### config.mk
export PLATFORM = sky130hd
export DESIGN_NAME = ssg_spindle_gear
export DESIGN_NICKNAME = d
export VERILOG_FILES = /design/src/hw/ssg_pkg.sv /design/src/hw/ssg_spindle_gear.sv
export VERILOG_INCLUDE_DIRS = /design/src /design/src/hw
export SDC_FILE = /design/constraint.sdc
export NUM_CORES = 1
export LEC_CHECK = 0
export ABC_AREA = 1
export BUFFER_PORTS_ARGS = -buffer_cell sky130_fd_sc_hd__clkbuf_2
export CAP_MARGIN = 40
export CELL_PAD_IN_SITES_DETAIL_PLACEMENT = 0
export CELL_PAD_IN_SITES_GLOBAL_PLACEMENT = 2
export CORE_MARGIN = 2
export CORE_UTILIZATION = 34
export DETAILED_ROUTE_END_ITERATION = 10
export GPL_ROUTABILITY_DRIVEN = 0
export GPL_TIMING_DRIVEN = 0
export PLACE_DENSITY_LB_ADDON = 0.1
export SYNTH_ARGS = -nofsm -noshare
export SYNTH_HDL_FRONTEND = slang
export SYNTH_SLANG_ARGS = --single-unit
### constraint.sdc
create_clock -name clock -period 2.1 [get_ports clock]
set_input_delay 0.315 -clock clock [delete_from_list [all_inputs] [get_ports clock]]
set_output_delay 0.315 -clock clock [all_outputs]
set_load 0.005 [all_outputs]
### src/hw/ssg_cfg.svh
// register offsets, field positions, reset values and timing counts
`ifndef SSG_CFG_SVH
`define SSG_CFG_SVH

// ****************************************************************
// register word offsets (byte address is the offset times 4)
// ****************************************************************
`define SSG_ADDR_CTRL 6'h00
`define SSG_ADDR_CMD 6'h01
`define SSG_ADDR_JOG 6'h02
`define SSG_ADDR_SHIFT_T 6'h03
`define SSG_ADDR_SHIFT_V 6'h04
`define SSG_ADDR_MAX12 6'h05
`define SSG_ADDR_MAX34 6'h06
`define SSG_ADDR_SPEED 6'h07
`define SSG_ADDR_STATUS 6'h08

// ****************************************************************
// control register fields
// ****************************************************************
`define SSG_CTRL_CHUCK_OFF 0
`define SSG_CTRL_TAIL_OFF 1
`define SSG_CTRL_STYLE 2
`define SSG_CTRL_VARFREQ 3
`define SSG_CTRL_CODEMODE 4
`define SSG_CTRL_INPOS 5
`define SSG_CTRL_LINES_LO 8
`define SSG_LINES_RESET 3'h4

// ****************************************************************
// command register fields
// ****************************************************************
`define SSG_CMD_KEY_CW 0
`define SSG_CMD_KEY_STOP 1
`define SSG_CMD_TYPED_CW 2
`define SSG_CMD_TYPED_CCW 3
`define SSG_CMD_TYPED_STOP 4
`define SSG_CMD_CHUCK 5
`define SSG_CMD_TAIL 6
`define SSG_CMD_GEAR 7
`define SSG_CMD_GEAR_LO 8
`define SSG_CMD_ALM_CLR 12

// ****************************************************************
// timing
// ****************************************************************
`define SSG_CLOCK_HZ 25000000
`define SSG_TICK_MS 1
`define SSG_TICK_CYCLES (`SSG_CLOCK_HZ / 1000 * `SSG_TICK_MS)
`define SSG_PULSE_MS 50
`define SSG_PULSE_TICKS (`SSG_PULSE_MS / `SSG_TICK_MS)

`endif

### src/hw/ssg_pkg.sv
// types of the spindle run and gear sequencer
package ssg_pkg;

  typedef logic [13:0] ssg_mv_type;

  typedef enum logic [1:0] {
    SP_STOP = 2'b00,
    SP_CW = 2'b01,
    SP_CCW = 2'b10,
    SP_JOG = 2'b11
  } ssg_spin_type;

  typedef enum logic [2:0] {
    SH_IDLE = 3'b000,
    SH_DROP = 3'b001,
    SH_GAP = 3'b010,
    SH_WAIT = 3'b011,
    SH_SETTLE = 3'b100
  } ssg_shift_type;

  typedef enum logic [1:0] {
    PL_CW = 2'b00,
    PL_CCW = 2'b01,
    PL_STOP = 2'b10
  } ssg_pulse_type;

  typedef struct packed {
    logic [2:0] lineCount;
    logic inPosUsed;
    logic codeMode;
    logic varFreq;
    logic styleSel;
    logic tailOff;
    logic chuckOff;
  } ssg_ctrl_type;

  typedef struct packed {
    logic apValid;
    logic apWrite;
    logic [5:0] apAddr;
    logic [31:0] rdata;
    ssg_ctrl_type ctrl;
    logic [15:0] jogTime;
    ssg_mv_type jogSpeed;
    logic [7:0] dlyFirst;
    logic [7:0] dlyGap;
    logic [7:0] dlySecond;
    ssg_mv_type shiftMv;
    ssg_mv_type [3:0] maxMv;
    ssg_mv_type analog;
    logic [15:0] tick;
    ssg_spin_type spin;
    logic jogMode;
    logic [15:0] jogCnt;
    logic [7:0] pulseCnt;
    ssg_pulse_type pulseSel;
    ssg_shift_type shift;
    logic [7:0] shiftCnt;
    logic [1:0] curGear;
    logic [1:0] newGear;
    logic [3:0] gearDrive;
    logic [3:0] codeGear;
    logic chuckAlm;
    logic tailAlm;
    logic chuckGo;
    logic tailGo;
    logic started;
  } ssg_state_type;

endpackage

### src/hw/ssg_spindle_gear.sv
// spindle run/stop/jog control with gear line sequencer, AHB-Lite slave
// What this block does and what it expects of the gearbox
// clockwise command starts spindle and lights indicator; stop command stops it
// stop key while stopped toggles between normal and jog state
// jog clockwise runs at jog speed for jog time; stop key ends early
// typed run, reverse and stop commands are ignored in jog state
// jog run time of zero disables jog entirely
// chuck interlock: no start while clamped, no chuck while turning; alarms
// tailstock interlock: no tailstock operation while turning; alarm
// output style selects level or pulse run and stop outputs; brake output always pulses
// fixed-speed spindle: two-digit speed word is a gear number
// only the configured count of gear lines is driven, from line 1
// bit mode: gear 1 to 4 lights one line, gear 0 none
// code mode: gear 0 to 15 as binary, line 1 least significant
// code mode with fewer lines drives only the low code bits
// gear lines off at power-on; selecting one cancels the others
// variable-frequency spindle: each gear command owns one gear line
// power-on: no memory gives gear 1 undriven, memory restores old gear
// gear change skipped when requested gear equals current gear
// first shift step outputs the shift voltage in millivolts
// after first delay drop old line, after interval raise new line
// optionally wait without limit for the new gear in-position input
// gearbox raises the gear in-position input when the change completes
// after second delay output new gear maximum speed and finish
`timescale 1ns/1ps
`include "ssg_cfg.svh"

module ssg_spindle_gear #(
  parameter int TICK_CYCLES = `SSG_TICK_CYCLES,
  parameter int PULSE_TICKS = `SSG_PULSE_TICKS
) (
  input wire logic clock,
  input wire logic rst_n,
  input wire logic hsel,
  input wire logic [31:0] haddr,
  input wire logic [1:0] htrans,
  input wire logic hwrite,
  input wire logic [2:0] hsize,
  input wire logic [31:0] hwdata,
  input wire logic hready,
  output logic hreadyout,
  output logic hresp,
  output logic [31:0] hrdata,
  input wire logic chuckClamped,
  input wire logic [3:0] gearInPos,
  input wire logic gearMemoryEnable,
  input wire logic [1:0] retainedGear,
  output logic spinCw,
  output logic spinCcw,
  output logic spinStop,
  output logic spindleBrakeOut,
  output logic spinIndicator,
  output logic jogActive,
  output logic chuckGo,
  output logic tailGo,
  output logic chuckAlarm,
  output logic tailAlarm,
  output logic [3:0] gearLines,
  output logic [3:0] gearLineOe,
  output ssg_pkg::ssg_mv_type analogMv,
  output logic [1:0] currentGear,
  output logic shiftBusy
);
  import ssg_pkg::*;

  // ****************************************************************
  // functions
  // ****************************************************************
  function automatic logic [3:0] lineMask(input logic [2:0] cnt);
    lineMask = (cnt >= 3'h4) ? 4'hf : ((4'h1 << cnt) - 4'h1);
  endfunction

  function automatic logic [3:0] oneHot(input logic [3:0] g);
    oneHot = (g == 4'h0 || g > 4'h4) ? 4'h0 : (4'h1 << (g - 4'h1));
  endfunction

  // ****************************************************************
  // state and decode
  // ****************************************************************
  ssg_state_type s_q;
  ssg_state_type s_d;
  logic wrEn;
  logic cmdWr;
  logic tickNow;
  logic running;
  logic pulseOn;
  logic [3:0] gearVal;
  logic [31:0] rdVal;
  logic startReq;
  logic stopReq;
  ssg_spin_type startDir;

  assign wrEn = s_q.apValid && s_q.apWrite;
  assign cmdWr = wrEn && s_q.apAddr == `SSG_ADDR_CMD;
  assign tickNow = s_q.tick == 16'(TICK_CYCLES - 1);
  assign running = s_q.spin != SP_STOP;
  assign pulseOn = s_q.pulseCnt != 8'h0;
  assign gearVal = hwdata[`SSG_CMD_GEAR_LO +: 4];

  always_comb begin
    case (haddr[7:2])
      `SSG_ADDR_CTRL: rdVal = {21'h0, s_q.ctrl[8:6], 2'h0, s_q.ctrl[5:0]};
      `SSG_ADDR_JOG: rdVal = {2'h0, s_q.jogSpeed, s_q.jogTime};
      `SSG_ADDR_SHIFT_T: rdVal = {8'h0, s_q.dlySecond, s_q.dlyGap,
                                  s_q.dlyFirst};
      `SSG_ADDR_SHIFT_V: rdVal = {18'h0, s_q.shiftMv};
      `SSG_ADDR_MAX12: rdVal = {2'h0, s_q.maxMv[1], 2'h0, s_q.maxMv[0]};
      `SSG_ADDR_MAX34: rdVal = {2'h0, s_q.maxMv[3], 2'h0, s_q.maxMv[2]};
      `SSG_ADDR_SPEED: rdVal = {18'h0, s_q.analog};
      `SSG_ADDR_STATUS: rdVal = {2'h0, analogMv, gearLines, 2'h0,
                                 s_q.curGear, 1'b0, s_q.tailAlm, s_q.chuckAlm,
                                 shiftBusy, s_q.jogMode, spinIndicator,
                                 s_q.spin == SP_CCW, spinCw};
      default: rdVal = 32'h0;
    endcase
  end

  // run requests: typed commands only outside jog state
  always_comb begin
    startReq = 1'b0;
    startDir = SP_CW;
    stopReq = 1'b0;
    if (cmdWr) begin
      if (hwdata[`SSG_CMD_KEY_STOP] && running) begin
        stopReq = 1'b1;
      end
      if (hwdata[`SSG_CMD_TYPED_STOP] && !s_q.jogMode) begin
        stopReq = 1'b1;
      end
      if (hwdata[`SSG_CMD_KEY_CW] && s_q.jogMode) begin
        startReq = s_q.spin == SP_STOP && s_q.jogTime != 16'h0;
        startDir = SP_JOG;
      end else if (!s_q.jogMode) begin
        if (hwdata[`SSG_CMD_KEY_CW] || hwdata[`SSG_CMD_TYPED_CW]) begin
          startReq = 1'b1;
        end else if (hwdata[`SSG_CMD_TYPED_CCW]) begin
          startReq = 1'b1;
          startDir = SP_CCW;
        end
      end
    end
  end

  // ****************************************************************
  // next state
  // ****************************************************************
  always_comb begin
    s_d = s_q;
    s_d.chuckGo = 1'b0;
    s_d.tailGo = 1'b0;
    s_d.tick = tickNow ? 16'h0 : s_q.tick + 16'h1;
    // bus address phase, zero wait states
    if (hready) begin
      s_d.apValid = hsel && htrans[1];
      s_d.apWrite = hwrite;
      s_d.apAddr = haddr[7:2];
      s_d.rdata = (hsel && htrans[1] && !hwrite) ? rdVal : 32'h0;
    end
    if (wrEn) begin
      case (s_q.apAddr)
        `SSG_ADDR_CTRL: begin
          s_d.ctrl.chuckOff = hwdata[`SSG_CTRL_CHUCK_OFF];
          s_d.ctrl.tailOff = hwdata[`SSG_CTRL_TAIL_OFF];
          s_d.ctrl.styleSel = hwdata[`SSG_CTRL_STYLE];
          s_d.ctrl.varFreq = hwdata[`SSG_CTRL_VARFREQ];
          s_d.ctrl.codeMode = hwdata[`SSG_CTRL_CODEMODE];
          s_d.ctrl.inPosUsed = hwdata[`SSG_CTRL_INPOS];
          s_d.ctrl.lineCount = hwdata[`SSG_CTRL_LINES_LO +: 3];
        end
        `SSG_ADDR_JOG: begin
          s_d.jogTime = hwdata[15:0];
          s_d.jogSpeed = hwdata[29:16];
        end
        `SSG_ADDR_SHIFT_T: begin
          s_d.dlyFirst = hwdata[7:0];
          s_d.dlyGap = hwdata[15:8];
          s_d.dlySecond = hwdata[23:16];
        end
        `SSG_ADDR_SHIFT_V: s_d.shiftMv = hwdata[13:0];
        `SSG_ADDR_MAX12: begin
          s_d.maxMv[0] = hwdata[13:0];
          s_d.maxMv[1] = hwdata[29:16];
        end
        `SSG_ADDR_MAX34: begin
          s_d.maxMv[2] = hwdata[13:0];
          s_d.maxMv[3] = hwdata[29:16];
        end
        `SSG_ADDR_SPEED: s_d.analog = hwdata[13:0];
        default: ;
      endcase
    end
    // output pulse timer
    if (pulseOn && tickNow) begin
      s_d.pulseCnt = s_q.pulseCnt - 8'h1;
    end
    // jog run timeout
    if (s_q.spin == SP_JOG && tickNow) begin
      if (s_q.jogCnt <= 16'h1) begin
        s_d.spin = SP_STOP;
        s_d.pulseCnt = 8'(PULSE_TICKS);
        s_d.pulseSel = PL_STOP;
      end else begin
        s_d.jogCnt = s_q.jogCnt - 16'h1;
      end
    end
    // alarms clear first so a refusal in the same cycle wins
    if (cmdWr && hwdata[`SSG_CMD_ALM_CLR]) begin
      s_d.chuckAlm = 1'b0;
      s_d.tailAlm = 1'b0;
    end
    if (stopReq) begin
      s_d.spin = SP_STOP;
      s_d.pulseCnt = 8'(PULSE_TICKS);
      s_d.pulseSel = PL_STOP;
    end else if (startReq) begin
      if (!s_q.ctrl.chuckOff && chuckClamped) begin
        s_d.chuckAlm = 1'b1;
      end else begin
        s_d.spin = startDir;
        s_d.jogCnt = s_q.jogTime;
        s_d.pulseCnt = 8'(PULSE_TICKS);
        s_d.pulseSel = (startDir == SP_CCW) ? PL_CCW : PL_CW;
      end
    end else if (cmdWr && hwdata[`SSG_CMD_KEY_STOP] && !running &&
                 s_q.jogTime != 16'h0) begin
      s_d.jogMode = !s_q.jogMode;
    end
    if (s_q.jogTime == 16'h0) begin
      s_d.jogMode = 1'b0;
    end
    // chuck and tailstock interlocks
    if (cmdWr && hwdata[`SSG_CMD_CHUCK]) begin
      if (!s_q.ctrl.chuckOff && running) begin
        s_d.chuckAlm = 1'b1;
      end else begin
        s_d.chuckGo = 1'b1;
      end
    end
    if (cmdWr && hwdata[`SSG_CMD_TAIL]) begin
      if (!s_q.ctrl.tailOff && running) begin
        s_d.tailAlm = 1'b1;
      end else begin
        s_d.tailGo = 1'b1;
      end
    end
    // gear commands
    if (cmdWr && hwdata[`SSG_CMD_GEAR]) begin
      if (!s_q.ctrl.varFreq) begin
        if (s_q.ctrl.codeMode || gearVal <= 4'h4) begin
          s_d.codeGear = gearVal;
        end
      end else if (s_q.shift == SH_IDLE && gearVal != 4'h0 &&
                   gearVal <= 4'h4 &&
                   2'(gearVal - 4'h1) != s_q.curGear) begin
        s_d.newGear = 2'(gearVal - 4'h1);
        s_d.analog = s_q.shiftMv;
        s_d.shiftCnt = s_q.dlyFirst;
        s_d.shift = SH_DROP;
      end
    end
    if (s_q.shiftCnt != 8'h0 && tickNow) begin
      s_d.shiftCnt = s_q.shiftCnt - 8'h1;
    end
    case (s_q.shift)
      SH_IDLE: ;
      SH_DROP: begin
        if (s_q.shiftCnt == 8'h0) begin
          s_d.gearDrive = 4'h0;
          s_d.shiftCnt = s_q.dlyGap;
          s_d.shift = SH_GAP;
        end
      end
      SH_GAP: begin
        if (s_q.shiftCnt == 8'h0) begin
          s_d.gearDrive = 4'h1 << s_q.newGear;
          s_d.curGear = s_q.newGear;
          s_d.shift = SH_WAIT;
        end
      end
      SH_WAIT: begin
        if (!s_q.ctrl.inPosUsed || gearInPos[s_q.newGear]) begin
          s_d.shiftCnt = s_q.dlySecond;
          s_d.shift = SH_SETTLE;
        end
      end
      SH_SETTLE: begin
        if (s_q.shiftCnt == 8'h0) begin
          s_d.analog = s_q.maxMv[s_q.curGear];
          s_d.shift = SH_IDLE;
        end
      end
      default: s_d.shift = SH_IDLE;
    endcase
    // gear memory is sampled on the first clock after reset release
    if (!s_q.started) begin
      s_d.started = 1'b1;
      if (gearMemoryEnable) begin
        s_d.curGear = retainedGear;
        s_d.gearDrive = 4'h1 << retainedGear;
      end
    end
  end

  always_ff @(posedge clock or negedge rst_n) begin
    if (!rst_n) begin
      s_q <= '0;
      s_q.ctrl.lineCount <= `SSG_LINES_RESET;
      s_q.pulseSel <= PL_STOP;
    end else begin
      s_q <= s_d;
    end
  end

  // ****************************************************************
  // outputs
  // ****************************************************************
  assign hreadyout = 1'b1;
  assign hresp = 1'b0;
  assign hrdata = s_q.rdata;
  // level style follows the run state, pulse style the pulse timer
  assign spinCw = !s_q.ctrl.styleSel ?
    (s_q.spin == SP_CW || s_q.spin == SP_JOG) :
    (pulseOn && s_q.pulseSel == PL_CW);
  assign spinCcw = !s_q.ctrl.styleSel ? s_q.spin == SP_CCW :
    (pulseOn && s_q.pulseSel == PL_CCW);
  assign spinStop = !s_q.ctrl.styleSel ? !running :
    (pulseOn && s_q.pulseSel == PL_STOP);
  assign spindleBrakeOut = pulseOn && s_q.pulseSel == PL_STOP;
  assign spinIndicator = running;
  assign jogActive = s_q.jogMode;
  assign chuckGo = s_q.chuckGo;
  assign tailGo = s_q.tailGo;
  assign chuckAlarm = s_q.chuckAlm;
  assign tailAlarm = s_q.tailAlm;
  assign gearLineOe = lineMask(s_q.ctrl.lineCount);
  assign gearLines = gearLineOe & (s_q.ctrl.varFreq ? s_q.gearDrive :
    (s_q.ctrl.codeMode ? s_q.codeGear : oneHot(s_q.codeGear)));
  assign analogMv = (s_q.spin == SP_JOG) ? s_q.jogSpeed : s_q.analog;
  assign currentGear = s_q.curGear;
  assign shiftBusy = s_q.shift != SH_IDLE;
endmodule // ssg_spindle_gear

==> impl_metrics.toml <==
[setup_path]
cp-start-kind = "register"
critPathMaxFanout = 4
worstPathRequired_ps = 1780
rr_worst_depth = 14
arrival_ps = 2040
critPathCaptureType = "primary output"
path_class = "reg -> out"

[synthesis]
yosys-top-cells-area = "dfrtp_1 (44%), nand2_1 (17%), o21ai_0 (8.8%)"
synth_most_common_cell = "nand2_1"
synth_top_area_frac = 0.4439
synth_ff_type = "dfrtp_1"
yosysTopAreaCell = "dfrtp_1"
syn_area_um2 = 14430
synth_edf_count = 0
synth_cell_types = 44
yosysWarningCount = 0
synthTopCellsByCount = "nand2_1 (652), dfrtp_1 (256), o21ai_0 (254)"
synthArstFlopShare = 1.000
synth_area_per_cell_um2 = 7.127
syn_inst = 2025
yosys_register_bits = 258
synth_seq_area_share = 0.4475

[timing]
setup_viol = 14
finalMaxSlewViolations = 0
final-hold-violation-count = 0
fin_crit_sh = 1.123
skew_ps = 25.46
min_period_ps = 2357
fmax_mhz = 424.2
setup_ws_ps = -257.4
finalSetupTns_ps = -1046
rsz0062_at_grt = "true"
max_slew_margin = 0.3888
worst_slew_pin_slew_ps = 916.8

[clock_tree]
clock-sinks = 258
cts_made_buffers = 31
clk_pin_slew_ps = 60
cts-root-buf = "clkbuf_16"
cts_tree = "yes"
clock_latency_ps = 590
cts_max_path_buffers = 3
h-tree-depth = 1

[outcome]
status = "finished with violations"
violations = "setup timing"

[power]
p_sw_frac = 0.2990
pwr-share-seq = 0.442
p_leak_nw = 9.331
internal-power_w = 0.009412
p_per_area_nw_per_um2 = 753.6
peakVddDrop_mv = 0.5506
comb_power_share = 0.145
switchingPower_w = 0.004014
clkPwrFrac = 0.412

[global_routing]
grtUsageMet1 = 0.3586
grt_pass1_wl_um = 86870
overflow = 0
grt_pass1_vias = 13812
antenna_found_initial = 3
grt_usage = 0.2631
grt_max_degree = 95
use_met3 = 0.03918
met2_usage = 0.4314
busiest_layer = "met2"

[finish]
syn2layout_area_growth_pct = 23.43
nets = 2335
design_area_um2 = 17810
layout-drive-gt1-share = 0.1791

[floorplanning]
io_pins = 151
fp.dieArea_um2 = 44110
core_region_area_um2 = 41950
start_util = 0.3441
die_x_um = 210.0
die_y_um = 210.0
num_rows = 75

[detailed_routing]
routed_wl_um = 57540
dr.pass1.iters = 7
routed_via_density = 4.993
ant_nets = 0
drc = 0
first_iter_violations = 1190
wl_per_cell_um = 20.49
vias = 14025

[min_path]
hold_path_depth = 3
hold_path.class = "in -> reg"

[place]
dp_hpwl_um = 44110
portBuffers = 114
dp_slack_ps = -309.3
place_area_um2 = 15750

[flow_run]
maxCapViolations = 0
power by group through the flow:
stage / Sequential [W] / Clock [W] / Combinational, W
2_1_floorplan: 0.00578 / 0 / 0.00109
3_3_place_gp: 0.00599 / 0 / 0.00172
3_5_place_dp: 0.00600 / 0 / 0.00176
4_1_cts: 0.00592 / 0.00564 / 0.00190
5_1_grt: 0.00599 / 0.00585 / 0.00223
6_report: 0.00594 / 0.00553 / 0.00195
repair_timing:
action,in CTS,in global routing
cloned,1,0
pin swaps,29,25
hold buffers,14,0
buffers inserted,45,13
endpoints found under the hold margin,88,0
gates resized for setup,96,80
setup endpoints to repair,90,140
layout by cell type (no fill, tap or decap), types with 10 or more instances in the layout:
| cell | n |
|---|---|
| nor2_1 | 179 |
| clkbuf_8 | 10 |
| nor2_2 | 15 |
| nand4_1 | 16 |
| clkbuf_1 | 31 |
| o22ai_1 | 20 |
| clkbuf_2 | 118 |
| nand2_2 | 14 |
| nand3_1 | 115 |
| dfrtp_1 | 254 |
| o21ai_1 | 27 |
| buf_2 | 25 |
| clkbuf_16 | 31 |
| o21ai_0 | 235 |
| a21oi_1 | 65 |
| buf_4 | 89 |
| inv_2 | 13 |
| xor2_1 | 21 |
| nand2_1 | 632 |
| dlygate4sd3_1 | 14 |
| inv_1 | 205 |
layer usage:
layer,vias up,share of wire
li1,6868,-
met1,6740,0.45
met2,340,0.47
met4,0,0.033
met3,77,0.048
met5,-,0
state kept, by name (all words and copies together) (netlist names):
signal	flops
jogActive	1
currentGear	2
tailGo	1
hrdata	30
chuckAlarm	1
chuckGo	1
tailAlarm	1
s_q	221
through the flow:
stage	util	std cells	hold slack [ps]	power (W)
after CTS	0.4189	2797	2.131	0.01346
after global placement	0.3740	2681	454.2	0.007714
final	0.4247	2809	13.09	0.01343
after global routing	0.4245	2806	10.19	0.01407
after floorplan	-	2028	19.41	0.006876
after detailed placement	0.3755	2683	420.4	0.007756
cells by family after synthesis:
family                   synth area share
adder cells (fa/ha/maj)          0.009536
AO/OA/AOI/OAI                      0.1365
multiplexers                     0.001560
flip-flops                         0.4475
other                           0.0005204
buffers and inverters              0.1008
XOR/XNOR                          0.01456
AND/OR/NAND/NOR                    0.2889
worst paths after layout:
check                          from            to  slack (ps)
max                        s_q[218]  gearLines[0]        -260
min                        haddr[5]      s_q[255]          10
max reg2reg                  s_q[5]    hrdata[14]          40
min reg2reg                 s_q[57]       s_q[57]         460
max in group asynchronous     rst_n    hrdata[24]         810
min in group asynchronous     rst_n       s_q[50]         360
cell type report:
type | instances | area, µm²
Antenna cell | 3 | 7.507
Buffer | 106 | 676.9
Clock buffer | 47 | 925.9
Clock inverter | 11 | 115.1
Fill cell | 4501 | 24130
Inverter | 221 | 838.3
Multi-Input combinational cell | 1439 | 6880
Sequential cell | 258 | 6461
Tap cell | 539 | 674.4
Timing Repair Buffer | 185 | 1235
worst max-delay path, stage by stage (launching register included):
cell and delay (ps):
dfrtp_1 430, nor3_4 240, inv_2 70, buf_4 130, buf_4 120, buf_4 120
buf_4 120, nand2_2 50, nor2_2 40, buf_2 120
No activity file was read; power rests on OpenSTA's default activity.
